### src/rtl/sfp_regs.svh
`ifndef SFP_REGS_SVH
`define SFP_REGS_SVH
// Contract
// Select high: deselected, every data line released to high impedance.
// Select low: device selected, instructions shift in, data shifts out.
// After reset no instruction until a high-to-low select transition is seen.
// A started internal write cycle runs to completion after deselect.
// Single-line mode samples instruction, address and data on rising clock edges.
// Single-line mode drives read data on the output line at falling edges.
// Dual and quad lines capture on rising edges, drive on falling edges.
// Quad instructions work only with the quad enable bit set; pins become lines.
// Dual instructions turn serial input and output into data lines 0 and 1.
// Write-protect input low plus status protect bit blocks status writes.
// Protect bits define a protected region from one sector to whole array.
// Hold low while selected: output released, input and clock ignored.
// Hold high again: paused operation resumes where it stopped.
// Quad enable set disables hold; that pin is data line 3.
// Reset input low about one microsecond aborts all and restores power-on state.
// Reset input acts whatever the configuration or operation state.
// Both clock mode 0 and clock mode 3 are supported.
// Master keeps clock low (mode 0) or high (mode 3) at select edges.
// Reset-enable then reset instruction returns the device to power-on state.
// During the internal reset period every instruction is ignored.
// Reset input has priority over select, clock and data inputs.
// Quad instructions move data over all four data lines.
// Transaction: eight-bit instruction first, most significant first; ends at select high.
// Select falling restarts decoder; partial instruction discarded on early rise.

////////////////////////////////////////////////////////////////////////////////
`define SFP_CFG_OFS      8'h00
`define SFP_STAT_OFS     8'h04
`define SFP_REGION_OFS   8'h08
`define SFP_MEMWR_OFS    8'h0c
`define SFP_CFG_RST      8'h00
`define SFP_CFG_QUAD     0
`define SFP_CFG_STPROT   1
`define SFP_CFG_COMPL    2
`define SFP_CFG_SECTOR   3
`define SFP_CFG_TOPBOT   4
`define SFP_CFG_BP_LSB   5
`define SFP_SECTORS      13'h1000
`define SFP_PIN_IDLE     7'h1f

////////////////////////////////////////////////////////////////////////////////
`define SFP_OP_WR_STAT   8'h01
`define SFP_OP_RD_STAT   8'h05
`define SFP_OP_DUAL_OUT  8'h3b
`define SFP_OP_DUAL_IO   8'hbb
`define SFP_OP_QUAD_OUT  8'h6b
`define SFP_OP_QUAD_IO   8'heb
`define SFP_OP_RST_EN    8'h66
`define SFP_OP_RESET     8'h99

////////////////////////////////////////////////////////////////////////////////
`define SFP_CLK_MHZ      125
`define SFP_TRESET_NS    1000
`define SFP_TRESET_CYC   ((`SFP_TRESET_NS * `SFP_CLK_MHZ + 999) / 1000)
`define SFP_TRST_NS      30000
`define SFP_TRST_CYC     ((`SFP_TRST_NS * `SFP_CLK_MHZ) / 1000)
`define SFP_TW_NS        2000
`define SFP_TW_CYC       ((`SFP_TW_NS * `SFP_CLK_MHZ + 999) / 1000)
`endif

### src/rtl/sfp_pkg.sv
package sfp_pkg;
  typedef enum logic [2:0] {
    PH_IDLE,
    PH_CMD,
    PH_ADDR,
    PH_DUMMY,
    PH_DIN,
    PH_DOUT,
    PH_SKIP
  } sfp_phase_t;

  typedef struct packed {
    logic       sck;
    logic       cs_n;
    logic       rst_n;
    logic [3:0] dq;
  } sfp_pins_t;

  typedef struct packed {
    logic [7:0]  addr;
    logic [31:0] wdata;
    logic        wr;
    logic        rd;
  } sfp_req_t;
endpackage : sfp_pkg

### src/rtl/sfp_flash_if.sv
// The implementer's own choices: the strobed register port and the address map.
`include "sfp_regs.svh"

module sfp_flash_if (
  input  wire logic               ref_clk,
  input  wire logic               reset,
  input  wire logic               clk_en,
  input  wire sfp_pkg::sfp_pins_t pins,
  input  wire sfp_pkg::sfp_req_t  req,
  output logic [31:0]             rd_data_r,
  output logic [3:0]              dq_out_r,
  output logic [3:0]              dq_oe_r
);
  ////////////////////////////////////////////////////////////////////////////////
  function automatic logic is_dual(input logic [7:0] op);
    return (op == `SFP_OP_DUAL_OUT) || (op == `SFP_OP_DUAL_IO);
  endfunction : is_dual

  function automatic logic is_quad(input logic [7:0] op);
    return (op == `SFP_OP_QUAD_OUT) || (op == `SFP_OP_QUAD_IO);
  endfunction : is_quad

  function automatic logic [2:0] addr_lanes(input logic [7:0] op);
    return (op == `SFP_OP_QUAD_IO) ? 3'h4 : (op == `SFP_OP_DUAL_IO) ? 3'h2 : 3'h1;
  endfunction : addr_lanes

  function automatic logic [2:0] data_lanes(input logic [7:0] op);
    return is_quad(op) ? 3'h4 : is_dual(op) ? 3'h2 : 3'h1;
  endfunction : data_lanes

  function automatic logic [4:0] dummy_clks(input logic [7:0] op);
    return (op == `SFP_OP_DUAL_IO) ? 5'h04 : (op == `SFP_OP_QUAD_IO) ? 5'h06 : 5'h08;
  endfunction : dummy_clks

  function automatic logic [3:0] oe_mask(input logic [2:0] lanes);
    return (lanes == 3'h4) ? 4'hf : (lanes == 3'h2) ? 4'h3 : 4'h2;
  endfunction : oe_mask

  function automatic logic [23:0] shift_in(input logic [23:0] s, input logic [3:0] d,
                                           input logic [2:0] lanes);
    unique case (lanes)
      3'h2:    return {s[21:0], d[1:0]};
      3'h4:    return {s[19:0], d};
      default: return {s[22:0], d[0]};
    endcase
  endfunction : shift_in

  // Protected sector span [lo, hi); complement covers all but n sectors, anchored at the same end
  function automatic logic [25:0] region(input logic [7:0] c);
    logic [2:0]  bp;
    logic [12:0] n;
    logic [12:0] lo;
    logic [12:0] hi;
    bp = c[`SFP_CFG_BP_LSB +: 3];
    n  = (bp == 3'h0) ? 13'h0000 : (bp == 3'h7) ? `SFP_SECTORS :
         c[`SFP_CFG_SECTOR] ? (13'h0001 << (bp - 3'h1)) : (13'h0010 << (bp - 3'h1));
    if (c[`SFP_CFG_TOPBOT] ^ c[`SFP_CFG_COMPL]) begin
      lo = c[`SFP_CFG_COMPL] ? n : 13'h0000;
      hi = c[`SFP_CFG_COMPL] ? `SFP_SECTORS : n;
    end else begin
      lo = c[`SFP_CFG_COMPL] ? 13'h0000 : `SFP_SECTORS - n;
      hi = c[`SFP_CFG_COMPL] ? `SFP_SECTORS - n : `SFP_SECTORS;
    end
    return {hi, lo};
  endfunction : region

  ////////////////////////////////////////////////////////////////////////////////
  sfp_pkg::sfp_pins_t  ps;
  sfp_pkg::sfp_phase_t phase_r;
  sfp_pkg::sfp_phase_t phase_nxt;
  logic                sck_q_r;
  logic                cs_q_r;
  logic [7:0]          cfg_r;
  logic [4:0]          cnt_r;
  logic [4:0]          cnt_nxt;
  logic [23:0]         sh_r;
  logic [23:0]         sh_nxt;
  logic [7:0]          op_r;
  logic [7:0]          op_nxt;
  logic [3:0]          idx_r;
  logic [3:0]          idx_nxt;
  logic [7:0]          out_sh_r;
  logic [7:0]          out_nxt;
  logic [3:0]          dq_out_nxt;
  logic [3:0]          dq_oe_nxt;
  logic                rst_en_r;
  logic                rst_en_nxt;
  logic                soft_fire;
  logic                wsr_go;
  logic [11:0]         hw_cnt_r;
  logic [11:0]         trst_cnt_r;
  logic [11:0]         busy_cnt_r;
  logic [7:0]          mem_q;
  logic [31:0]         rd_nxt;

  // Pins are asynchronous to ref_clk; serial clock must stay well below ref_clk / 4
  sfp_sync #(
    .W       (7),
    .RST_VAL (`SFP_PIN_IDLE)
  ) u_sync (
    .ref_clk (ref_clk),
    .reset   (reset),
    .clk_en  (clk_en),
    .d       (pins),
    .q       (ps)
  );

  wire        quad_enable_bit    = cfg_r[`SFP_CFG_QUAD];
  wire        status_protect_bit = cfg_r[`SFP_CFG_STPROT];
  wire        sck_rise   = ps.sck & ~sck_q_r;
  wire        sck_fall   = ~ps.sck & sck_q_r;
  wire        cs_fall    = ~ps.cs_n & cs_q_r;
  wire        cs_rise    = ps.cs_n & ~cs_q_r;
  wire        hold_act   = ~quad_enable_bit & ~ps.dq[3] & ~ps.cs_n & ~cs_q_r;
  wire        blocked    = status_protect_bit & ~quad_enable_bit & ~ps.dq[2];
  wire        hw_hold    = ~ps.rst_n && (hw_cnt_r == 12'(`SFP_TRESET_CYC));
  wire        init       = hw_hold | soft_fire;
  wire        quiet      = trst_cnt_r != 12'h000;
  wire        busy       = busy_cnt_r != 12'h000;
  // Hold freezes the edge detectors' effect, not the detectors themselves
  wire        rise_ok    = sck_rise & ~ps.cs_n & ~hold_act & ~cs_fall;
  wire        fall_ok    = sck_fall & ~ps.cs_n & ~hold_act & ~cs_fall;
  wire        cmd_done   = rise_ok && (phase_r == sfp_pkg::PH_CMD) && (cnt_r == 5'h07);
  wire [7:0]  cmd_byte   = {sh_r[6:0], ps.dq[0]};
  wire [23:0] addr_new   = shift_in(sh_r, ps.dq, addr_lanes(op_r));
  wire [2:0]  dlanes     = data_lanes(op_r);
  wire [7:0]  stat_byte  = {cfg_r[7:1], busy};
  wire [7:0]  src_byte   = (op_r == `SFP_OP_RD_STAT) ? stat_byte : mem_q;
  wire [7:0]  byte_cur   = (cnt_r == 5'h00) ? src_byte : out_sh_r;
  wire [4:0]  cnt_step   = cnt_r + {2'h0, dlanes};
  wire [25:0] region_w   = region(cfg_r);
  wire        mem_wr     = req.wr && (req.addr == `SFP_MEMWR_OFS);

  sfp_mem u_mem (
    .ref_clk (ref_clk),
    .reset   (reset),
    .clk_en  (clk_en),
    .wr_en   (mem_wr),
    .wr_addr (req.wdata[11:8]),
    .wr_data (req.wdata[7:0]),
    .rd_addr (idx_r),
    .rd_data (mem_q)
  );

  ////////////////////////////////////////////////////////////////////////////////
  always_comb begin
    phase_nxt  = phase_r;
    cnt_nxt    = cnt_r;
    sh_nxt     = sh_r;
    op_nxt     = op_r;
    idx_nxt    = idx_r;
    rst_en_nxt = rst_en_r;
    out_nxt    = out_sh_r;
    dq_out_nxt = dq_out_r;
    dq_oe_nxt  = dq_oe_r;
    soft_fire  = 1'b0;
    wsr_go     = 1'b0;
    if (cs_rise) begin
      // Short or over-long frames leave nothing behind
      wsr_go    = (phase_r == sfp_pkg::PH_DIN) && (cnt_r == 5'h08);
      phase_nxt = sfp_pkg::PH_IDLE;
    end else if (cs_fall) begin
      phase_nxt = sfp_pkg::PH_CMD;
      cnt_nxt   = 5'h00;
    end else if (rise_ok) begin
      unique case (phase_r)
        sfp_pkg::PH_CMD: begin
          sh_nxt  = shift_in(sh_r, ps.dq, 3'h1);
          cnt_nxt = cnt_r + 5'h01;
          if (cmd_done) begin
            op_nxt     = cmd_byte;
            cnt_nxt    = 5'h00;
            rst_en_nxt = 1'b0;
            phase_nxt  = sfp_pkg::PH_SKIP;
            if (!quiet) begin
              if (cmd_byte == `SFP_OP_RST_EN) begin
                rst_en_nxt = 1'b1;
              end else if (cmd_byte == `SFP_OP_RESET) begin
                soft_fire = rst_en_r;
              end else if (cmd_byte == `SFP_OP_WR_STAT) begin
                if (!blocked && !busy) begin
                  phase_nxt = sfp_pkg::PH_DIN;
                end
              end else if (cmd_byte == `SFP_OP_RD_STAT) begin
                phase_nxt = sfp_pkg::PH_DOUT;
              end else if (is_dual(cmd_byte) || (is_quad(cmd_byte) && quad_enable_bit)) begin
                phase_nxt = sfp_pkg::PH_ADDR;
              end
            end
          end
        end
        sfp_pkg::PH_ADDR: begin
          sh_nxt  = addr_new;
          cnt_nxt = cnt_r + 5'h01;
          if (cnt_r == 5'(24 / addr_lanes(op_r)) - 5'h01) begin
            idx_nxt   = addr_new[3:0];
            cnt_nxt   = 5'h00;
            phase_nxt = sfp_pkg::PH_DUMMY;
          end
        end
        sfp_pkg::PH_DUMMY: begin
          cnt_nxt = cnt_r + 5'h01;
          if (cnt_r == dummy_clks(op_r) - 5'h01) begin
            cnt_nxt   = 5'h00;
            phase_nxt = sfp_pkg::PH_DOUT;
          end
        end
        sfp_pkg::PH_DIN: begin
          if (cnt_r != 5'h08) begin
            sh_nxt  = shift_in(sh_r, ps.dq, 3'h1);
            cnt_nxt = cnt_r + 5'h01;
          end else begin
            phase_nxt = sfp_pkg::PH_SKIP;
          end
        end
        default: begin
        end
      endcase
    end else if (fall_ok && (phase_r == sfp_pkg::PH_DOUT)) begin
      unique case (dlanes)
        3'h4:    dq_out_nxt = byte_cur[7:4];
        3'h2:    dq_out_nxt = {2'h0, byte_cur[7:6]};
        default: dq_out_nxt = {2'h0, byte_cur[7], 1'b0};
      endcase
      dq_oe_nxt = oe_mask(dlanes);
      out_nxt   = byte_cur << dlanes;
      cnt_nxt   = cnt_step;
      if (cnt_step == 5'h08) begin
        cnt_nxt = 5'h00;
        idx_nxt = idx_r + 4'h1;
      end
    end
    if (ps.cs_n || hold_act) begin
      dq_oe_nxt = 4'h0;
    end
  end

  ////////////////////////////////////////////////////////////////////////////////
  // Select history resets low so a select already low at release is not a start
  always_ff @(posedge ref_clk or posedge reset) begin
    if (reset) begin
      sck_q_r  <= 1'b0;
      cs_q_r   <= 1'b0;
      phase_r  <= sfp_pkg::PH_IDLE;
      cnt_r    <= 5'h00;
      sh_r     <= 24'h000000;
      op_r     <= 8'h00;
      idx_r    <= 4'h0;
      out_sh_r <= 8'h00;
      rst_en_r <= 1'b0;
      dq_out_r <= 4'h0;
      dq_oe_r  <= 4'h0;
    end else if (clk_en) begin
      sck_q_r  <= ps.sck;
      cs_q_r   <= ps.cs_n;
      phase_r  <= init ? sfp_pkg::PH_IDLE : phase_nxt;
      cnt_r    <= init ? 5'h00 : cnt_nxt;
      sh_r     <= sh_nxt;
      op_r     <= op_nxt;
      idx_r    <= idx_nxt;
      out_sh_r <= out_nxt;
      rst_en_r <= ~init & rst_en_nxt;
      dq_out_r <= dq_out_nxt;
      dq_oe_r  <= init ? 4'h0 : dq_oe_nxt;
    end
  end

  // Internal cycles count on ref_clk, so deselecting does not stop them
  always_ff @(posedge ref_clk or posedge reset) begin
    if (reset) begin
      hw_cnt_r   <= 12'h000;
      trst_cnt_r <= 12'h000;
      busy_cnt_r <= 12'h000;
    end else if (clk_en) begin
      hw_cnt_r   <= ps.rst_n ? 12'h000 : hw_hold ? hw_cnt_r : hw_cnt_r + 12'h001;
      trst_cnt_r <= hw_hold ? 12'h000 : soft_fire ? 12'(`SFP_TRST_CYC) :
                    quiet ? trst_cnt_r - 12'h001 : trst_cnt_r;
      busy_cnt_r <= init ? 12'h000 : (wsr_go ? 12'(`SFP_TW_CYC) :
                    busy ? busy_cnt_r - 12'h001 : busy_cnt_r);
    end
  end

  // Configuration is non-volatile: neither reset path clears it
  always_ff @(posedge ref_clk or posedge reset) begin
    if (reset) begin
      cfg_r <= `SFP_CFG_RST;
    end else if (clk_en) begin
      if (wsr_go && !hw_hold) begin
        cfg_r <= sh_r[7:0];
      end else if (req.wr && (req.addr == `SFP_CFG_OFS)) begin
        cfg_r <= req.wdata[7:0];
      end
    end
  end

  ////////////////////////////////////////////////////////////////////////////////
  assign rd_nxt = !req.rd ? 32'h00000000 :
    (req.addr == `SFP_CFG_OFS)    ? {24'h000000, cfg_r} :
    (req.addr == `SFP_STAT_OFS)   ? {16'h0000, op_r, 2'h0, blocked, rst_en_r, hold_act,
                                     ~ps.cs_n, quiet, busy} :
    (req.addr == `SFP_REGION_OFS) ? {3'h0, region_w[25:13], 3'h0, region_w[12:0]} :
    32'h00000000;

  always_ff @(posedge ref_clk or posedge reset) begin
    if (reset) begin
      rd_data_r <= 32'h00000000;
    end else if (clk_en) begin
      rd_data_r <= rd_nxt;
    end
  end
endmodule : sfp_flash_if

### src/rtl/sfp_sync.sv
module sfp_sync #(
  parameter int           W       = 7,
  parameter logic [W-1:0] RST_VAL = '0
) (
  input  wire logic         ref_clk,
  input  wire logic         reset,
  input  wire logic         clk_en,
  input  wire logic [W-1:0] d,
  output logic      [W-1:0] q
);
  logic [W-1:0] meta_r;

  for (genvar i = 0; i < W; i++) begin : g_bit
    always_ff @(posedge ref_clk or posedge reset) begin
      if (reset) begin
        meta_r[i] <= RST_VAL[i];
        q[i]      <= RST_VAL[i];
      end else if (clk_en) begin
        meta_r[i] <= d[i];
        q[i]      <= meta_r[i];
      end
    end
  end
endmodule : sfp_sync

### src/rtl/sfp_mem.sv
module sfp_mem (
  input  wire logic       ref_clk,
  input  wire logic       reset,
  input  wire logic       clk_en,
  input  wire logic       wr_en,
  input  wire logic [3:0] wr_addr,
  input  wire logic [7:0] wr_data,
  input  wire logic [3:0] rd_addr,
  output logic      [7:0] rd_data
);
  // Contents have no reset; software loads them before reads
  logic [7:0] mem [16];

  always_ff @(posedge ref_clk) begin
    if (clk_en && wr_en) begin
      mem[wr_addr] <= wr_data;
    end
  end

  always_ff @(posedge ref_clk or posedge reset) begin
    if (reset) begin
      rd_data <= 8'h00;
    end else if (clk_en) begin
      rd_data <= mem[rd_addr];
    end
  end
endmodule : sfp_mem

### config.mk
export PLATFORM = sky130hd
export DESIGN_NAME = sfp_flash_if
export DESIGN_NICKNAME = d
export VERILOG_FILES = /design/src/rtl/sfp_pkg.sv /design/src/rtl/sfp_flash_if.sv /design/src/rtl/sfp_sync.sv /design/src/rtl/sfp_mem.sv
export VERILOG_INCLUDE_DIRS = /design/src /design/src/rtl
export SDC_FILE = /design/constraint.sdc
export NUM_CORES = 1
export LEC_CHECK = 0
export BUFFER_PORTS_ARGS = -buffer_cell sky130_fd_sc_hd__buf_2
export CAP_MARGIN = 20
export CORE_MARGIN = 1.5
export CORE_UTILIZATION = 50
export CTS_CLUSTER_DIAMETER = 30
export DETAILED_ROUTE_END_ITERATION = 12
export PLACE_DENSITY = 0.68
export SETUP_SLACK_MARGIN = 0.4
export SYNTH_ARGS = -nofsm -noshare
export SYNTH_HDL_FRONTEND = slang
export SYNTH_SLANG_ARGS = --single-unit
### constraint.sdc
create_clock -name ref_clk -period 8.5 [get_ports ref_clk]
set_input_delay 0.85 -clock ref_clk [delete_from_list [all_inputs] [get_ports ref_clk]]
set_output_delay 0.85 -clock ref_clk [all_outputs]
set_load 0.05 [all_outputs]
==> out/metrics.cfg <==
[setup_path]
crit_type = flip-flop to flip-flop
rrSetupSlack_ns = 4.22
crit_required_ns = 8.94
critPathMaxFanout = 15
cp_data_arrival_time_ns = 4.72
r2r-end = idx_r[1]
start_kind = flip-flop
r2r-start = op_r[2]
endpoint_kind = flip-flop
r2r_cells = 13

[timing]
finalHoldViolations = 0
final.period_utilization_pct = 50.3
finalMaxSlewViolations = 0
rsz0062_at_grt = no
fin_hold_ws_ns = 0.377
max_freq_ghz = 0.234
setup_viol = 0
timing.setup.tns_ns = 0
period_minus_slack_ns = 4.28
fin_skew_ns = 0.0389
tightest_slew_ns = 1.02
slew_headroom_pct = 31.4

[finish]
diodes = 0
fillCellCount = 2059
areaGrowthSynthToFinish_pct = 19.6
nets = 1269
final_layout_size_suffix_gt1_share_pct = 23.0
fin_util_pct = 61.0

[routing]
first_iter_violations = 702
post-route-drc-count = 2
antenna_left = 0
drt-total-wl_um = 32900
drt-vias-per-instance = 6.11
first_pass_iters = 9
dr_total_vias = 9659
wl_per_cell_um = 20.8

[job]
drv_cap = 0

[cts]
cts_setup_buffers = 0
cts-root-buf = clkbuf_16
htreeDepth = 2
cts_buffer_depth = 3
cts_hold_buffers = 0
numClockSinks = 269
cts_tree = done
clock_latency_ns = 0.57
path_clk_slew_ns = 0.05
cts.repair.resized = 0
cts_buffers = 57

[synth]
ys_warn_count = 0
ys.flop_type = dfrtp_1
synth-edff-count = 128
postSynthCellCount = 1128
synth-simple-area-share_pct = 14.0
async_flop_share_pct = 52.4
synth_seq_cells = 269
synth_area_per_cell_um2 = 11.8
synth_compound_area_share_pct = 12.0
yosysSeqAreaShare_pct = 55.4
synth-xor-area-share_pct = 1.78
synth_top_family_by_area = simple AND/OR/NAND/NOR gates
synth.distinct_cells = 84
synthAdderAreaFrac_pct = 1.65
synth_mux_area_share_pct = 12.0
syn-cell-area_um2 = 13300

[floorplan]
die_y_um = 166
num_rows = 59
die_w_um = 166
io_pins = 92
start_util_pct = 51.0
fp.coreArea_um2 = 26100
dieArea_um2 = 27600

[outcome]
status = finished, violations left
violations = design-rule violations

[global_route]
grt_usage_pct = 24.0
grt_overflow = 0
grt_pass1_vias = 9606
antenna_found_initial = 0
grt_start_max_net_pins = 74
grt_pass1_wl_um = 52200

[power_and_ir_drop]
sw_frac_of_total_pct = 26.0
p_int_mw = 3.22
cellPowerDensity_nw_per_um2 = 273
pwr-share-seq_pct = 37.1
peakVddDrop_mv = 0.287
p_sw_mw = 1.13
p_comb_share_pct = 10.4
p_leak_nw = 6.32
clockPowerShare_pct = 52.5

[place]
place_hpwl_um = 21700
gp_congestion = 0.876
io_buffers = 68

[worst_hold_path]
hold_path_class = primary input to async pin

-- synthesized netlist by cell type (11+ instances only) --
master     number  area (um^2)
a22oi_1        16          120
mux2_2         38          428
a22o_1         13          114
ha_1           16          200
nand2b_1       11         68.8
inv_1          30          113
a21oi_1        53          265
xnor2_1        11         96.3
o21ai_0        46          230
mux2i_1        24          240
nor4_1         12         75.1
nor3_1         30          150
edfxtp_1      128         3840
nand2_1        90          338
nand4_1        16          100
clkbuf_1       55          206
o2bb2ai_1      14          123
a31oi_1        14         87.6
xor2_1         16          140
nor2_1        102          383
dfrtp_1       131         3280
nand3_1        33          165
mux4_2         40          901
-- sequential cells by signal (all words and copies together) (netlist names), 12 cells and up --
register / count
busy_cnt_r: 12
u_mem.mem: 128
trst_cnt_r: 12
rd_data_r: 29
hw_cnt_r: 12
-- critical path: stages (launching register included) --
cell and delay, ns:
dfrtp_1 0.41, and4b_1 0.41, nand4_1 0.37, inv_1 0.52, nor2_1 0.19, ha_1 0.24, inv_1 0.07, fa_1 0.19
nor2b_1 0.05, o21ai_0 0.33, xor2_1 0.22, nand4_1 0.11, a21oi_1 0.62, mux2_2 0.40
-- layer usage --
metal	GRT usage [%]	vias up	share of wire [%]
met5	0	-	0
met2	40.2	317	49
li1	-	4425	-
met4	9.21	0	3.2
met1	31.2	4832	42
met3	4.58	85	5.6
-- power by group through the flow --
stage                     combinational (mW)  sequential (mW)  clock, mW
final                                  0.454             1.62       2.28
after global routing                   0.508             1.63       2.38
after CTS                              0.453             1.61       2.32
after detailed placement               0.448             1.63          0
after global placement                 0.437             1.63          0
after floorplan                        0.399             1.55          0
-- metrics by stage --
stage / cells / worst slack, ns / instance area [um^2] / total power, mW
finish: 1581 / 4.22 / 15900 / 4.35
CTS: 1580 / 4.25 / 15900 / 4.38
floorplan: 1130 / 3.89 / 13300 / 1.95
global route: 1581 / 3.91 / 15900 / 4.52
global placement: 1475 / 4.32 / 13900 / 2.07
detailed placement: 1475 / 4.28 / 13900 / 2.08
-- final cells by class --
class | instances | area (um^2) | area share [%]
clock buffer | 66 | 1490 | 9.35
clock inverter | 39 | 531 | 3.33
inverter | 31 | 121 | 0.762
multi-input combinational | 758 | 5540 | 34.7
sequential | 269 | 7390 | 46.4
tap | 335 | 419 | 2.63
timing repair buffer | 83 | 453 | 2.84
-- worst max-delay path by stage --
stage                     startpoint             to  slack, ns  cells after the start
after global placement       op_r[2]       idx_r[1]       4.32                     13
final                        op_r[2]       idx_r[1]       4.22                     13
after global routing         op_r[2]       idx_r[1]       3.91                     13
after CTS                    op_r[2]       idx_r[1]       4.25                     13
after detailed placement     op_r[2]       idx_r[1]       4.28                     13
after floorplan                reset  busy_cnt_r[0]       3.89                      1
-- layout by cell type, fill, tap and decap left out, types with 16 or more instances in the layout --
cell type and instances:
a21oi_1 53, a22oi_1 16, buf_2 68, clkbuf_16 57, dfrtp_1 129, edfxtp_1 128
ha_1 16, inv_1 29, mux2_2 38, mux2i_1 24, mux4_2 40, nand2_1 90
nand3_1 33, nand4_1 16, nor2_1 102, nor3_1 30, o21ai_0 46, xor2_1 16
-- cells by family after synthesis --
logic type | count (synthesis)
multiplexers | 104
XOR/XNOR | 27
adder cells (fa/ha/maj) | 17
buffers and inverters | 103
AND/OR/NAND/NOR | 372
flip-flops | 269
AO/OA/AOI/OAI | 235
other | 1
(Power assumes the default switching activity.)
